$ cat config.mk
export PLATFORM = sky130hd
export DESIGN_NAME = airg_glue
export DESIGN_NICKNAME = d
export VERILOG_FILES = /design/src/hdl/airg_irq_source.v /design/src/hdl/airg_dma_route.v /design/src/hdl/airg_glue.v
export VERILOG_INCLUDE_DIRS = /design/src /design/src/hdl
export SDC_FILE = /design/constraint.sdc
export NUM_CORES = 1
export LEC_CHECK = 0
export ABC_AREA = 1
export BUFFER_PORTS_ARGS = -buffer_cell sky130_fd_sc_hd__buf_4
export CAP_MARGIN = 20
export CORE_ASPECT_RATIO = 0.8
export CORE_UTILIZATION = 30
export CTS_CLUSTER_SIZE = 28
export DETAILED_ROUTE_END_ITERATION = 10
export MAX_ROUTING_LAYER = met4
export PLACE_DENSITY = 0.52
export SLEW_MARGIN = 25
export SYNTH_ARGS = -nofsm -noshare
export SYNTH_HDL_FRONTEND = slang
export SYNTH_HIERARCHICAL = 1
export SYNTH_SLANG_ARGS = --single-unit
$ cat constraint.sdc
create_clock -name ref_clk -period 1.7 [get_ports ref_clk]
set_input_delay 0.255 -clock ref_clk [delete_from_list [all_inputs] [get_ports ref_clk]]
set_output_delay 0.255 -clock ref_clk [all_outputs]
set_load 0.05 [all_outputs]
$ cat src/hdl/airg_regs.vh
`ifndef AIRG_REGS_VH
`define AIRG_REGS_VH

// Card-local register offsets within the eight-byte window
`define AIRG_OFS_COMM 3'h4
`define AIRG_OFS_CFG 3'h5

// Reset values
`define AIRG_COMM_RST 8'h00
`define AIRG_CFG_RST 8'h00

// Configuration register fields
`define AIRG_CFG_SRC_LO 4
`define AIRG_CFG_SRC_HI 5

// Interrupt source encodings of {hi, lo}
`define AIRG_SRC_NONE 2'h0
`define AIRG_SRC_TC 2'h1
`define AIRG_SRC_TEST 2'h2
`define AIRG_SRC_SCC 2'h3

// Communications register fields
`define AIRG_COMM_RECEIVE_LINE_ENABLE_BIT 0

// Host interrupt levels and DMA channels served
`define AIRG_NUM_LOW_IRQ 6
`define AIRG_NUM_HIGH_IRQ 5
`define AIRG_NUM_IRQ 11
`define AIRG_NUM_DMA 3

// DMA channel select encodings
`define AIRG_DMA_NONE 2'h0

`endif

$ cat src/hdl/airg_irq_source.v
`timescale 1ns/1ps
`include "airg_regs.vh"

module airg_irq_source (
	input wire ref_clk,
	input wire rst,
	input wire [1:0] src_sel,
	input wire irq_share_select,
	input wire dma_tc,
	input wire scc_irq,
	input wire tc_clear,
	output reg src_req_r
);

	reg tc_prev_r;
	reg tc_pend_r;
	reg tc_pend_nxt;
	reg src_req_nxt;

	// Terminal count is a pulse, so it is held until software acknowledges
	always @* begin
		tc_pend_nxt = tc_pend_r;
		if (tc_clear)
			tc_pend_nxt = 1'b0;
		if (dma_tc && !tc_prev_r && src_sel == `AIRG_SRC_TC)
			tc_pend_nxt = 1'b1;
	end

	always @* begin
		src_req_nxt = 1'b0;
		case (src_sel)
		`AIRG_SRC_TC: src_req_nxt = tc_pend_r & irq_share_select;
		`AIRG_SRC_TEST: src_req_nxt = 1'b1;
		`AIRG_SRC_SCC: src_req_nxt = scc_irq;
		default: src_req_nxt = 1'b0;
		endcase
	end

	always @(posedge ref_clk or posedge rst) begin
		if (rst) begin
			tc_prev_r <= 1'b0;
			tc_pend_r <= 1'b0;
			src_req_r <= 1'b0;
		end else begin
			tc_prev_r <= dma_tc;
			tc_pend_r <= tc_pend_nxt;
			src_req_r <= src_req_nxt;
		end
	end

endmodule // airg_irq_source

$ cat src/hdl/airg_dma_route.v
`timescale 1ns/1ps
`include "airg_regs.vh"

module airg_dma_route (
	input wire ref_clk,
	input wire rst,
	input wire [1:0] tx_dma_channel_select,
	input wire [1:0] rx_dma_channel_select,
	input wire tx_req,
	input wire rx_req,
	input wire [2:0] dack_n,
	output reg [2:0] drq_out,
	output reg [2:0] drq_oe_n,
	output reg tx_ack_r,
	output reg rx_ack_r
);

	reg tx_ack_nxt;
	reg rx_ack_nxt;
	integer k;

	// Transmit wins a channel that both paths select; such a setup is illegal anyway
	genvar ch;
	generate
		for (ch = 0; ch < `AIRG_NUM_DMA; ch = ch + 1) begin : g_ch
			wire tx_hit = (tx_dma_channel_select == ch + 1);
			wire rx_hit = (rx_dma_channel_select == ch + 1) && !tx_hit;
			always @(posedge ref_clk or posedge rst) begin
				if (rst) begin
					drq_out[ch] <= 1'b0;
					drq_oe_n[ch] <= 1'b1;
				end else begin
					drq_out[ch] <= (tx_hit & tx_req) | (rx_hit & rx_req);
					drq_oe_n[ch] <= !(tx_hit | rx_hit);
				end
			end
		end
	endgenerate

	always @* begin
		tx_ack_nxt = 1'b0;
		rx_ack_nxt = 1'b0;
		for (k = 0; k < `AIRG_NUM_DMA; k = k + 1) begin
			if (tx_dma_channel_select == k + 1 && !dack_n[k])
				tx_ack_nxt = 1'b1;
			if (rx_dma_channel_select == k + 1 && tx_dma_channel_select != k + 1 && !dack_n[k])
				rx_ack_nxt = 1'b1;
		end
	end

	always @(posedge ref_clk or posedge rst) begin
		if (rst) begin
			tx_ack_r <= 1'b0;
			rx_ack_r <= 1'b0;
		end else begin
			tx_ack_r <= tx_ack_nxt;
			rx_ack_r <= rx_ack_nxt;
		end
	end

endmodule // airg_dma_route

$ cat src/hdl/airg_glue.v
`timescale 1ns/1ps
`include "airg_regs.vh"

module airg_glue (
	input wire ref_clk,
	input wire rst,
	input wire io_cs,
	input wire [2:0] io_addr,
	input wire io_wr,
	input wire io_rd,
	input wire [7:0] io_wdata,
	output reg [7:0] io_rdata_r,
	output reg io_rvalid_r,
	input wire irq_share_select,
	input wire [5:0] low_irq_level_select,
	input wire [4:0] high_irq_level_select,
	output reg [10:0] irq_out_r,
	output reg [10:0] irq_oe_n_r,
	input wire dma_tc,
	input wire scc_irq,
	input wire tx_req,
	input wire rx_req,
	input wire [1:0] tx_dma_channel_select,
	input wire [1:0] rx_dma_channel_select,
	input wire [2:0] dack_n,
	output wire [2:0] drq_out,
	output wire [2:0] drq_oe_n,
	output wire tx_ack,
	output wire rx_ack,
	input wire sync_routing_option,
	input wire scc_ext_sync_mode,
	output reg channel_a_sync_input_r,
	output reg receive_line_enable_bit_r,
	output reg [7:0] comm_out_r,
	output reg [7:0] cfg_out_r
);

	reg [7:0] comm_r;
	reg [7:0] comm_nxt;
	reg [7:0] cfg_r;
	reg [7:0] cfg_nxt;
	reg [7:0] rdata_nxt;
	reg rvalid_nxt;
	reg [10:0] level_onehot;
	reg [5:0] low_first;
	reg [5:0] high_first;
	reg [10:0] irq_out_nxt;
	reg [10:0] irq_oe_n_nxt;
	wire wr_comm;
	wire wr_cfg;
	wire rd_comm;
	wire rd_cfg;
	wire src_req;
	wire [1:0] src_sel;

	// Keeps only the lowest fitted jumper so two pins are never driven
	function [5:0] first_set6;
		input [5:0] v;
		integer i;
		reg done;
		begin
			first_set6 = 6'h00;
			done = 1'b0;
			for (i = 0; i < 6; i = i + 1) begin
				if (v[i] && !done) begin
					first_set6[i] = 1'b1;
					done = 1'b1;
				end
			end
		end
	endfunction

	// Card-local register decode
	function hit;
		input cs;
		input strobe;
		input [2:0] addr;
		input [2:0] ofs;
		begin
			hit = cs & strobe & (addr == ofs);
		end
	endfunction

	assign wr_comm = hit(io_cs, io_wr, io_addr, `AIRG_OFS_COMM);
	assign wr_cfg = hit(io_cs, io_wr, io_addr, `AIRG_OFS_CFG);
	assign rd_comm = hit(io_cs, io_rd, io_addr, `AIRG_OFS_COMM);
	assign rd_cfg = hit(io_cs, io_rd, io_addr, `AIRG_OFS_CFG);
	assign src_sel = {cfg_r[`AIRG_CFG_SRC_HI], cfg_r[`AIRG_CFG_SRC_LO]};

	always @* begin
		comm_nxt = comm_r;
		cfg_nxt = cfg_r;
		if (wr_comm)
			comm_nxt = io_wdata;
		if (wr_cfg)
			cfg_nxt = io_wdata;
	end

	// Offsets 0-3 belong to the serial controller and 6-7 read as zero here
	always @* begin
		rdata_nxt = 8'h00;
		rvalid_nxt = 1'b0;
		if (rd_comm) begin
			rdata_nxt = comm_r;
			rvalid_nxt = 1'b1;
		end else if (rd_cfg) begin
			rdata_nxt = cfg_r;
			rvalid_nxt = 1'b1;
		end else if (io_cs && io_rd && io_addr[2]) begin
			rvalid_nxt = 1'b1;
		end
	end

	always @(posedge ref_clk or posedge rst) begin
		if (rst) begin
			comm_r <= `AIRG_COMM_RST;
			cfg_r <= `AIRG_CFG_RST;
			io_rdata_r <= 8'h00;
			io_rvalid_r <= 1'b0;
			comm_out_r <= `AIRG_COMM_RST;
			cfg_out_r <= `AIRG_CFG_RST;
		end else begin
			comm_r <= comm_nxt;
			cfg_r <= cfg_nxt;
			io_rdata_r <= rdata_nxt;
			io_rvalid_r <= rvalid_nxt;
			comm_out_r <= comm_nxt;
			cfg_out_r <= cfg_nxt;
		end
	end

	// A write to the configuration register acknowledges a terminal count
	airg_irq_source u_src (
		.ref_clk(ref_clk),
		.rst(rst),
		.src_sel(src_sel),
		.irq_share_select(irq_share_select),
		.dma_tc(dma_tc),
		.scc_irq(scc_irq),
		.tc_clear(wr_cfg),
		.src_req_r(src_req)
	);

	always @* begin
		low_first = first_set6(low_irq_level_select);
		high_first = first_set6({1'b0, high_irq_level_select});
		level_onehot = {high_first[4:0], 6'h00};
		// Low group wins; a high jumper is ignored while a low one is fitted
		if (|low_irq_level_select)
			level_onehot = {5'h00, low_first};
	end

	always @* begin
		irq_out_nxt = 11'h000;
		irq_oe_n_nxt = 11'h7ff;
		if (irq_share_select) begin
			irq_out_nxt = level_onehot & {11{src_req}};
			irq_oe_n_nxt = ~(level_onehot & {11{src_req}});
		end else begin
			irq_out_nxt = level_onehot & {11{src_req}};
			irq_oe_n_nxt = ~level_onehot;
		end
	end

	always @(posedge ref_clk or posedge rst) begin
		if (rst) begin
			irq_out_r <= 11'h000;
			irq_oe_n_r <= 11'h7ff;
		end else begin
			irq_out_r <= irq_out_nxt;
			irq_oe_n_r <= irq_oe_n_nxt;
		end
	end

	airg_dma_route u_dma (
		.ref_clk(ref_clk),
		.rst(rst),
		.tx_dma_channel_select(tx_dma_channel_select),
		.rx_dma_channel_select(rx_dma_channel_select),
		.tx_req(tx_req),
		.rx_req(rx_req),
		.dack_n(dack_n),
		.drq_out(drq_out),
		.drq_oe_n(drq_oe_n),
		.tx_ack_r(tx_ack),
		.rx_ack_r(rx_ack)
	);

	always @(posedge ref_clk or posedge rst) begin
		if (rst) begin
			channel_a_sync_input_r <= 1'b0;
			receive_line_enable_bit_r <= 1'b0;
		end else begin
			channel_a_sync_input_r <= sync_routing_option & scc_ext_sync_mode &
				comm_nxt[`AIRG_COMM_RECEIVE_LINE_ENABLE_BIT];
			receive_line_enable_bit_r <= comm_nxt[`AIRG_COMM_RECEIVE_LINE_ENABLE_BIT];
		end
	end

endmodule // airg_glue

Word level (Yosys, flattened, before mapping) --
Cells that the tools add are included.
Word-level totals: bits in latches 0, bits in read-only memories 0, register bits 59, logic and storage cells 138, input bits 41, memories kept 0, bits in writable memories 0
Cells by class: div/mod/pow operators 0, multipliers 0, order comparisons 0, shift-type cells 0, bitwise operators 24, reductions and logical operators 46, equality and inequality tests 14, $add $sub $neg 0, muxes and demuxes 35
Operators with widths (number):
- 1-bit 2-to-1 mux | 30
- 1-bit logical AND | 25
- 11-bit 2-to-1 mux | 2
- 11-bit NOT | 2
- 1-bit logical NOT | 19
- 8-bit 2-to-1 mux | 2
- 1-bit bitwise AND | 15
- 2-bit == test (second input constant) | 6
- 11-bit bitwise AND | 1
- 2-bit by 1-bit == test with 1-bit output (second input constant) | 3
- 3-bit == test (second input constant) | 2
- 1-bit OR | 6
- 6-bit OR reduction | 1
- 2-bit != test (second input constant) | 2
- 1-bit one-hot mux with 3 select lines | 1
- 2-bit by 1-bit != test with 1-bit output (second input constant) | 1
- 2-bit nonzero test | 1

Depth between registers and ports, before layout --
Gate-level depths: netlist (run 1).
depth after elaboration 20, mapped depth 7, depth with buffers taken out 7

Hierarchy --
Netlist (run 1), hierarchy kept.
By module, submodules not included:
- airg_glue | times used 1, cells each 185, sequential area each 1214.9 µm², area an instance 1904.3 µm²
- airg_dma_route | times used 1, cells each 43, sequential area each 203.9 µm², area an instance 356.6 µm²
- airg_irq_source | times used 1, cells each 19, sequential area each 75.1 µm², area an instance 137.6 µm²

Worst setup path before layout (run 1) --
Ideal clock, no wire load.
kind register to output, from register, netlist name receive_line_enable_bit_r, to output comm_out_r[0], data required time 1.445 ns, stages on the path, launching flop included 2, data arrival time 0.904 ns, path slack 0.541 ns, cells stage by stage dfrtp_1 > buf_4
RTL lines:
- end, declared | RTL line airg_glue.v:34 | output reg [7:0] comm_out_r,

Worst setup path after layout (run 1) --
from register irq_oe_n_r[2], to output irq_oe_n_r[2]
RTL lines:
- start, declared | RTL line airg_glue.v:18 | output reg [10:0] irq_oe_n_r,
- start signal, assigned | RTL line airg_glue.v:171 | irq_oe_n_r <= irq_oe_n_nxt;
No word-level cell between the ends.

==> reports/metrics.yaml, run 1 <==
critical_path:
  path_delay_family: "flip-flops"
  cp_cell_sequence: "buf_4"
  cp-end-kind: "primary output"
  worstPathArrival_ns: 1.04
  critPathMaxStageDelay_ns: 0.53
  crit_type: "register to primary output"
  worstPathMaxFanout: 1
  start_kind: "register"
  cp.required_ns: 1.44
  slowest_stage: "dfstp_2"
  crit_buf_inv: 1
place:
  gp_congestion: 0.743
  dp_hpwl_um: 4310
  placed_area_mm2: 0.00325
  portBuffers: 97
final_layout:
  utilization_pct: 45.6
  n_fill_cell: 805
  finalInstanceArea_mm2: 0.00345
  n_antenna_cell: 0
  regArea_mm2: 0.00149
  final_common_cell: "buf_4"
  multi_input_area_um2: 721
  finalNetCount: 395
  layout_common_cells: "buf_4 (99), nand2_1 (51), dfrtp_1 (45)"
  drive_gt1_share_pct: 39.8
  area_delta_synth_final_pct: 43.8
clock_network:
  cts_buffer_depth: 2
  htree_num_levels: 3
  cts_tree: "yes"
  insertion_delay_ns: 0.33
  cts_setup_buffers: 0
  clock_sinks: 59
  cts_root_buffer: "clkbuf_8"
  clk_pin_slew_ns: 0.06
  cts_buffers: 9
timing:
  skew_ns: 0.00482
  period_share_pct: 76.5
  finalSetupViolCount: 0
  fin_crit_ns: 1.30
  maxSlewViolCount: 0
  rsz0062_at_grt: "false"
  slew_headroom_pct: 71.6
  hold_viol: 0
  timing.setup.tns_ns: 0
  tightest_slew_ns: 0.425
  fmax_ghz: 0.769
power:
  power_density_mw_per_mm2: 1110
  p_leak_nw: 1.86
  peakVddDrop_v: 0.000377
global_routing:
  grt_pass1_wl_um: 8850
  first_global_vias: 1805
  antenna_found_initial: 0
  grt_max_degree: 22
  grt_overflow: 0
  grt_use_total_pct: 14.8
logic_synthesis:
  synth-seq-area-share_pct: 62.3
  ys_ff_latch: 59
  yosys_warnings: 6
  synth.avg_cell_area_um2: 9.71
  synthDistinctLibCells: 21
  syn_inst: 247
  synthesis.area_mm2: 0.00240
  synth_nets: 288
floorplanning:
  initial_core_util_pct: 31.7
  die_area_mm2: 0.00836
  fp.dieH_um: 82.0
  io_pins: 98
  core_mm2: 0.00757
  rows: 28
  die_x_um: 102
detailed_routing:
  firstDrtPassIters: 4
  via_per_inst: 4.21
  drcViolationCount: 0
  routed_wl_um: 5610
  initialDrtViolationCount: 59
  antenna_left: 0
  wire_per_inst_um: 12.1
  route.vias.total: 1954
job:
  cap_violations: 0
worst_hold_path:
  hp-class: "input pin to register"
status:
  outcome: "finished clean"
## metrics by stage
step	hold WS [ns]	power (W)	std cells	worst slack, ns
3_5_place_dp	0.165	0.00265	447	0.345
6_report	0.0425	0.00384	464	0.400
5_1_grt	0.0250	0.00403	464	0.302
2_1_floorplan	0.00864	0.00229	247	0.319
3_3_place_gp	0.169	0.00264	447	0.427
4_1_cts	0.0263	0.00391	464	0.371
## registers in the layout, summed over array words and instances, names as in the netlist
| register | flops |
|---|---|
| u_src/tc_prev_r | 1 |
| cfg_r | 8 |
| irq_oe_n_r | 11 |
| irq_out_r | 11 |
| u_dma/tx_ack_r | 1 |
| comm_r | 7 |
| u_dma/rx_ack_r | 1 |
| u_dma/drq_oe_n | 3 |
| u_dma/drq_out | 3 |
| u_src/tc_pend_r | 1 |
| u_src/src_req_r | 1 |
| io_rvalid_r | 1 |
| channel_a_sync_input_r | 1 |
| receive_line_enable_bit_r | 1 |
| io_rdata_r | 8 |
## cells by family (layout without fill, tap and decap cells)
kind of cell | count (synthesis) | count (layout) | share of synthesized area (%)
AO/OA/AOI/OAI | 29 | 29 | 6.16
flip-flops | 59 | 59 | 62.3
AND/OR/NAND/NOR | 113 | 113 | 23.9
buffers and inverters | 46 | 158 | 7.67
## layer usage
metal / GRT usage [%] / part of all wire, % / wire length, um / vias up
met2: 20.5 / 44 / 2480 / 54
met5: - / 0 / 0 / -
met1: 19.6 / 49 / 2750 / 904
met3: 4.17 / 5.2 / 291 / 5
met4: 7.71 / 1.4 / 80 / 0
li1: - / - / - / 991
## report_power, final
| part | internal (W) | leakage [nW] | switching (W) |
|---|---|---|---|
| clock | 0.000670 | 0.0950 | 0.000554 |
| sequential | 0.00154 | 0.723 | 0.0000785 |
| combinational | 0.000289 | 1.04 | 0.000701 |
## area by class of cell
class	instances	share of cell area, %
multi-input combinational	142	20.9
tap	105	3.81
clock inverter	7	1.99
inverter	42	4.57
timing repair buffer	100	21.8
clock buffer	9	3.59
sequential	59	43.3
## timing repair
action	in CTS	in global routing
hold buffers	1	0
gates resized for setup	0	0
endpoints found under the setup margin	0	0
endpoints found under the hold margin	23	0
## worst paths after layout
kind,startpoint,endpoint,slack [ns],depth (start not counted)
setup / recovery,irq_oe_n_r[2]$_DFF_PP1_,irq_oe_n_r[2],0.40,1
hold / removal,dma_tc,u_src/tc_prev_r$_DFF_PP0_,0.04,1
setup reg to reg,u_src/src_req_r$_DFF_PP0_,irq_oe_n_r[4]$_DFF_PP1_,0.45,3
hold reg to reg,u_src/src_req_r$_DFF_PP0_,irq_out_r[0]$_DFF_PP0_,0.46,2
max in group asynchronous,rst,cfg_r[4]$_DFFE_PP0P_,0.58,4
min in group asynchronous,rst,u_src/src_req_r$_DFF_PP0_,0.38,3
## cell usage after synthesis
cell type / number / share of area [%]
inv_2: 2 / 0.31
o21ai_0: 21 / 4.4
nor4_1: 3 / 0.78
nor3_1: 3 / 0.63
nor2_2: 2 / 0.52
nand3_1: 18 / 3.8
buf_6: 1 / 0.47
dfrtp_1: 45 / 47
a21oi_1: 7 / 1.5
nor2_1: 23 / 3.6
clkbuf_1: 2 / 0.31
nand3_4: 1 / 0.73
nor2_4: 2 / 0.94
nor2_8: 3 / 2.5
nand2_4: 3 / 1.4
nand2_1: 51 / 8.0
nand4_1: 4 / 1.0
buf_4: 1 / 0.31
o211ai_1: 1 / 0.31
inv_1: 40 / 6.3
dfstp_2: 14 / 15
## worst register-to-register path, delay by kind of cell (launching register included)
kind / cells / cell delay [ns]
buffers and inverters: 1 / 0.28
and+or+nand+nor: 2 / 0.53
DFF: 1 / 0.38
(Power assumes the default switching activity.)
==> inputs of run 2 (changes only) <==
==> constraint.sdc (replaced) <==
create_clock -name ref_clk -period 1.34 [get_ports ref_clk]
set_input_delay 0.201 -clock ref_clk [delete_from_list [all_inputs] [get_ports ref_clk]]
set_output_delay 0.201 -clock ref_clk [all_outputs]
set_load 0.05 [all_outputs]
==> run 2 against run 1 <==
Effect of this change: critical path depth stayed put; register-to-register slack got worse by 0.27 ns; clock skew is 0.0046 ns higher; routed wire length increased by 2.0%; largest power group unchanged; worst setup slack got worse by 0.31 ns; first-iteration DRC count grew 1.7%; worst hold slack worse by 0.0092 ns; flip-flop and latch count unchanged; via count rose by 0.72%; design area up 1.2%; clock power increased by 35%.
==> reports/metrics.yaml, run 2 (same netlist as run 1, synthesis figures left out) <==
final_layout:
  n_fill_cell: 798
  drive_gt1_share_pct: 39.6
  finalNetCount: 397
  reg.largest.list: "irq_oe_n_r (11), irq_out_r (11)"
  layout_common_cells: "buf_4 (99), nand2_1 (51), dfrtp_1 (45)"
  final_common_cell: "buf_4"
  area_delta_synth_final_pct: 45.6
  n_antenna_cell: 0
clock_network:
  cts_setup_buffers: 0
  cts_tree: "yes"
  clk_pin_slew_ns: 0.07
  htree_num_levels: 3
  insertion_delay_ns: 0.33
  cts_root_buffer: "clkbuf_8"
  clock_sinks: 59
  cts_buffers: 9
  cts_buffer_depth: 2
critical_path:
  path_delay_family: "flip-flops"
  worstPathMaxFanout: 1
  slowest_stage: "dfstp_2"
  start_kind: "register"
  critPathMaxStageDelay_ns: 0.53
  crit_buf_inv: 1
  r2r_cells: 3
  cp.required_ns: 1.14
  critical_path_depth: 1
  worstPathArrival_ns: 1.05
  cp_cell_sequence: "buf_4"
  cp-end-kind: "primary output"
  crit_type: "register to primary output"
place:
  gp_congestion: 0.754
  dp_hpwl_um: 4290
  portBuffers: 97
  post-place-ws_ns: 0.172
floorplanning:
  rows: 28
  fp.dieH_um: 82.0
  core_mm2: 0.00757
  io_pins: 98
  die_area_mm2: 0.00836
  initial_core_util_pct: 31.7
  die_x_um: 102
global_routing:
  grt_use_total_pct: 15.5
  grt_pass1_wl_um: 9160
  antenna_found_initial: 0
  first_global_vias: 1881
  grt_overflow: 0
  grt_max_degree: 39
timing:
  tightest_slew_ns: 0.410
  rsz0062_at_grt: "false"
  timing.setup.tns_ns: 0
  period_share_pct: 93.2
  fmax_ghz: 0.801
  maxSlewViolCount: 0
  finalSetupViolCount: 0
  fin_crit_ns: 1.25
  hold_viol: 0
  skew_ns: 0.00942
  setup_ws_ns: 0.0912
  slew_headroom_pct: 72.6
worst_hold_path:
  hp-class: "input pin to register"
  hold_depth: 2
power:
  peakVddDrop_v: 0.000452
  p_leak_nw: 1.87
  power_density_mw_per_mm2: 1430
detailed_routing:
  firstDrtPassIters: 4
  via_per_inst: 4.22
  wire_per_inst_um: 12.3
  antenna_left: 0
  routed_wl_um: 5720
  initialDrtViolationCount: 60
  drcViolationCount: 0
  route.vias.total: 1968
status:
  outcome: "finished clean"
job:
  cap_violations: 0
-- run 2: metal layers --
layer | up-vias | part of all wire (%) | track usage (%)
met4 | 0 | 1.0 | 5.14
met5 | - | 0 | -
met2 | 56 | 44 | 21.7
met1 | 911 | 49 | 20.5
li1 | 997 | - | -
met3 | 4 | 6.0 | 5.70
-- run 2: final cells by class --
cell class	instances	area, um2	area share [%]
Clock buffer	12	155	4.44
Clock inverter	4	50.0	1.43
Inverter	42	158	4.51
Multi-Input combinational cell	142	721	20.6
Sequential cell	59	1490	42.8
Tap cell	105	131	3.76
Timing Repair Buffer	102	783	22.4
-- run 2: power breakdown --
part	total, W	internal (W)	switching, W
logic	0.00127	0.000382	0.000893
registers	0.00206	0.00196	0.000103
clock network	0.00165	0.000957	0.000693
total	0.00499	0.00330	0.00169
-- run 2: worst reg2reg max path: stages, from the launching register on --
cell	delay (ns)
dfrtp_1	0.38
inv_1	0.19
nand2_1	0.32
nand4_1	0.20
-- run 2: through the flow --
step           hold slack (ns)  cell area (um2)  utilization (%)  total power, W  instances
3_3_place_gp             0.116             3270             43.2         0.00337        448
3_5_place_dp             0.113             3270             43.2         0.00338        448
2_1_floorplan          -0.0454             2400                -         0.00290        247
4_1_cts                 0.0107             3490             46.1         0.00508        466
5_1_grt                 0.0284             3490             46.1         0.00526        466
6_report                0.0333             3490             46.1         0.00499        466
-- run 2: repair_timing --
action                    in CTS  in global routing
hold endpoints to repair      12                  0
hold buffers                   2                  0
gates resized for setup        0                  0
-- run 2: path summary, 6_finish.rpt --
kind | start | to | slack [ns]
min in group asynchronous | rst | u_src/src_req_r$_DFF_PP0_ | 0.31
min | low_irq_level_select[5] | irq_oe_n_r[5]$_DFF_PP1_ | 0.03
max in group asynchronous | rst | irq_oe_n_r[9]$_DFF_PP1_ | 0.43
max | irq_oe_n_r[3]$_DFF_PP1_ | irq_oe_n_r[3] | 0.09
max reg2reg | u_src/src_req_r$_DFF_PP0_ | irq_oe_n_r[4]$_DFF_PP1_ | 0.18
min reg2reg | u_src/src_req_r$_DFF_PP0_ | irq_out_r[0]$_DFF_PP0_ | 0.48
==> inputs of run 3 (changes only) <==
--- a/config.mk
+++ b/config.mk
@@ -9,7 +9,6 @@
 export ABC_AREA = 1
 export BUFFER_PORTS_ARGS = -buffer_cell sky130_fd_sc_hd__buf_4
 export CAP_MARGIN = 20
-export CORE_ASPECT_RATIO = 0.8
 export CORE_UTILIZATION = 30
 export CTS_CLUSTER_SIZE = 28
 export DETAILED_ROUTE_END_ITERATION = 10
==> run 3 against run 2 <==
Effect of this change: die area about the same; register-to-register slack improved by 0.18 ns; non-clock buffer count unchanged; via count decreased by 0.56%.
==> reports/metrics.yaml, run 3 (same netlist as run 1, synthesis figures left out) <==
global_routing:
  grt_use_total_pct: 14.8
  antenna_found_initial: 0
  grt_max_degree: 21
  first_global_vias: 1949
  grt_overflow: 0
  grt_pass1_wl_um: 9200
timing:
  timing.setup.tns_ns: 0
  tightest_slew_ns: 0.418
  slew_headroom_pct: 72.1
  period_share_pct: 92.3
  skew_ns: 0.00698
  fin_crit_ns: 1.24
  maxSlewViolCount: 0
  hold_viol: 0
  fmax_ghz: 0.808
  rsz0062_at_grt: "false"
  finalSetupViolCount: 0
  hold_ws_ns: 0.0359
floorplanning:
  initial_core_util_pct: 31.0
  die_x_um: 91.4
  core_mm2: 0.00773
  io_pins: 98
  fp.dieH_um: 91.4
  rows: 32
  die_area_mm2: 0.00836
final_layout:
  drive_gt1_share_pct: 39.6
  area_delta_synth_final_pct: 46.4
  finalNetCount: 397
  n_fill_cell: 793
  layout_common_cells: "buf_4 (99), nand2_1 (51), dfrtp_1 (45)"
  reg.largest.list: "irq_oe_n_r (11), irq_out_r (11)"
  final_common_cell: "buf_4"
  n_antenna_cell: 0
critical_path:
  worstPathArrival_ns: 1.04
  worstPathMaxFanout: 1
  crit_type: "register to primary output"
  crit_buf_inv: 1
  cp.required_ns: 1.14
  path_delay_family: "flip-flops"
  cp-end-kind: "primary output"
  r2r_slack_ns: 0.36
  cp_cell_sequence: "buf_4"
  start_kind: "register"
  slowest_stage: "dfstp_2"
  critPathMaxStageDelay_ns: 0.53
status:
  outcome: "finished clean"
clock_network:
  cts_buffers: 9
  cts_tree: "yes"
  cts_root_buffer: "clkbuf_8"
  insertion_delay_ns: 0.32
  htree_num_levels: 3
  clk_pin_slew_ns: 0.07
  clock_sinks: 59
  cts_buffer_depth: 2
job:
  cap_violations: 0
power:
  power_density_mw_per_mm2: 1460
  peakVddDrop_v: 0.000541
  p_leak_nw: 1.89
detailed_routing:
  antenna_left: 0
  initialDrtViolationCount: 75
  routed_wl_um: 5620
  firstDrtPassIters: 4
  wire_per_inst_um: 12.1
  route.vias.total: 1957
  via_per_inst: 4.23
  drcViolationCount: 0
place:
  portBuffers: 97
  dp_hpwl_um: 4230
  gp_congestion: 0.772
worst_hold_path:
  hp-class: "input pin to register"
[run 3: cell count changes in the layout (fill, tap and decap cells not counted)]
cell        delta
bufinv_16      +1
clkinvlp_4     -1
[run 3: stage by stage]
stage	cells	setup WS [ns]	util (%)	total power, W	instance area [um2]
after global routing	463	0.0613	45.4	0.00539	3510
after floorplan	247	0.0127	-	0.00290	2400
after CTS	463	0.0768	45.4	0.00522	3510
after global placement	445	0.120	42.2	0.00337	3260
final	463	0.103	45.4	0.00514	3510
after detailed placement	445	0.0492	42.2	0.00338	3260
[run 3: path summary, 6_finish.rpt]
path / from / end / cells past startpoint
hold / removal: low_irq_level_select[5] / irq_oe_n_r[5]$_DFF_PP1_ / 2
max in group asynchronous: rst / irq_oe_n_r[1]$_DFF_PP1_ / 4
setup reg to reg: u_src/src_req_r$_DFF_PP0_ / irq_out_r[6]$_DFF_PP0_ / 3
setup / recovery: u_dma/drq_oe_n[1]$_DFF_PP1_ / drq_oe_n[1] / 1
min in group asynchronous: rst / u_src/tc_prev_r$_DFF_PP0_ / 3
hold reg to reg: u_src/src_req_r$_DFF_PP0_ / irq_out_r[0]$_DFF_PP0_ / 2
[run 3: timing repair]
item / 4_1_cts / 5_1_grt
endpoints found under the hold margin: 17 / 0
hold buffers: 2 / 0
gates resized for setup: 0 / 0
setup buffers: 0 / 0
[run 3: per-layer routing]
layer / global-route usage (%) / vias to the layer above / part of all wire (%)
met1: 18.6 / 903 / 46
met3: 3.85 / 6 / 4.7
li1: - / 991 / -
met2: 22.2 / 57 / 48
met5: - / - / 0
met4: 6.75 / 0 / 1.4
[run 3: worst register-to-register path, stage by stage (launching register included)]
cell	delay [ns]
dfrtp_1	0.34
inv_1	0.08
buf_4	0.17
nor4_1	0.29
[run 3: area by class of cell]
cell class	instances	area (um2)	share of cell area, %
multi-input cells	142	721	20.5
flip-flops and latches	59	1490	42.6
inverters	42	158	4.49
well taps	102	128	3.64
clock buffers	12	155	4.42
repair buffers	102	783	22.3
clock inverters	4	72.6	2.07
[run 3: power by group]
group	internal (W)	total (W)	switching [W]
logic	0.000381	0.00127	0.000886
registers	0.00196	0.00207	0.000109
clock network	0.00115	0.00180	0.000656
total	0.00349	0.00514	0.00165
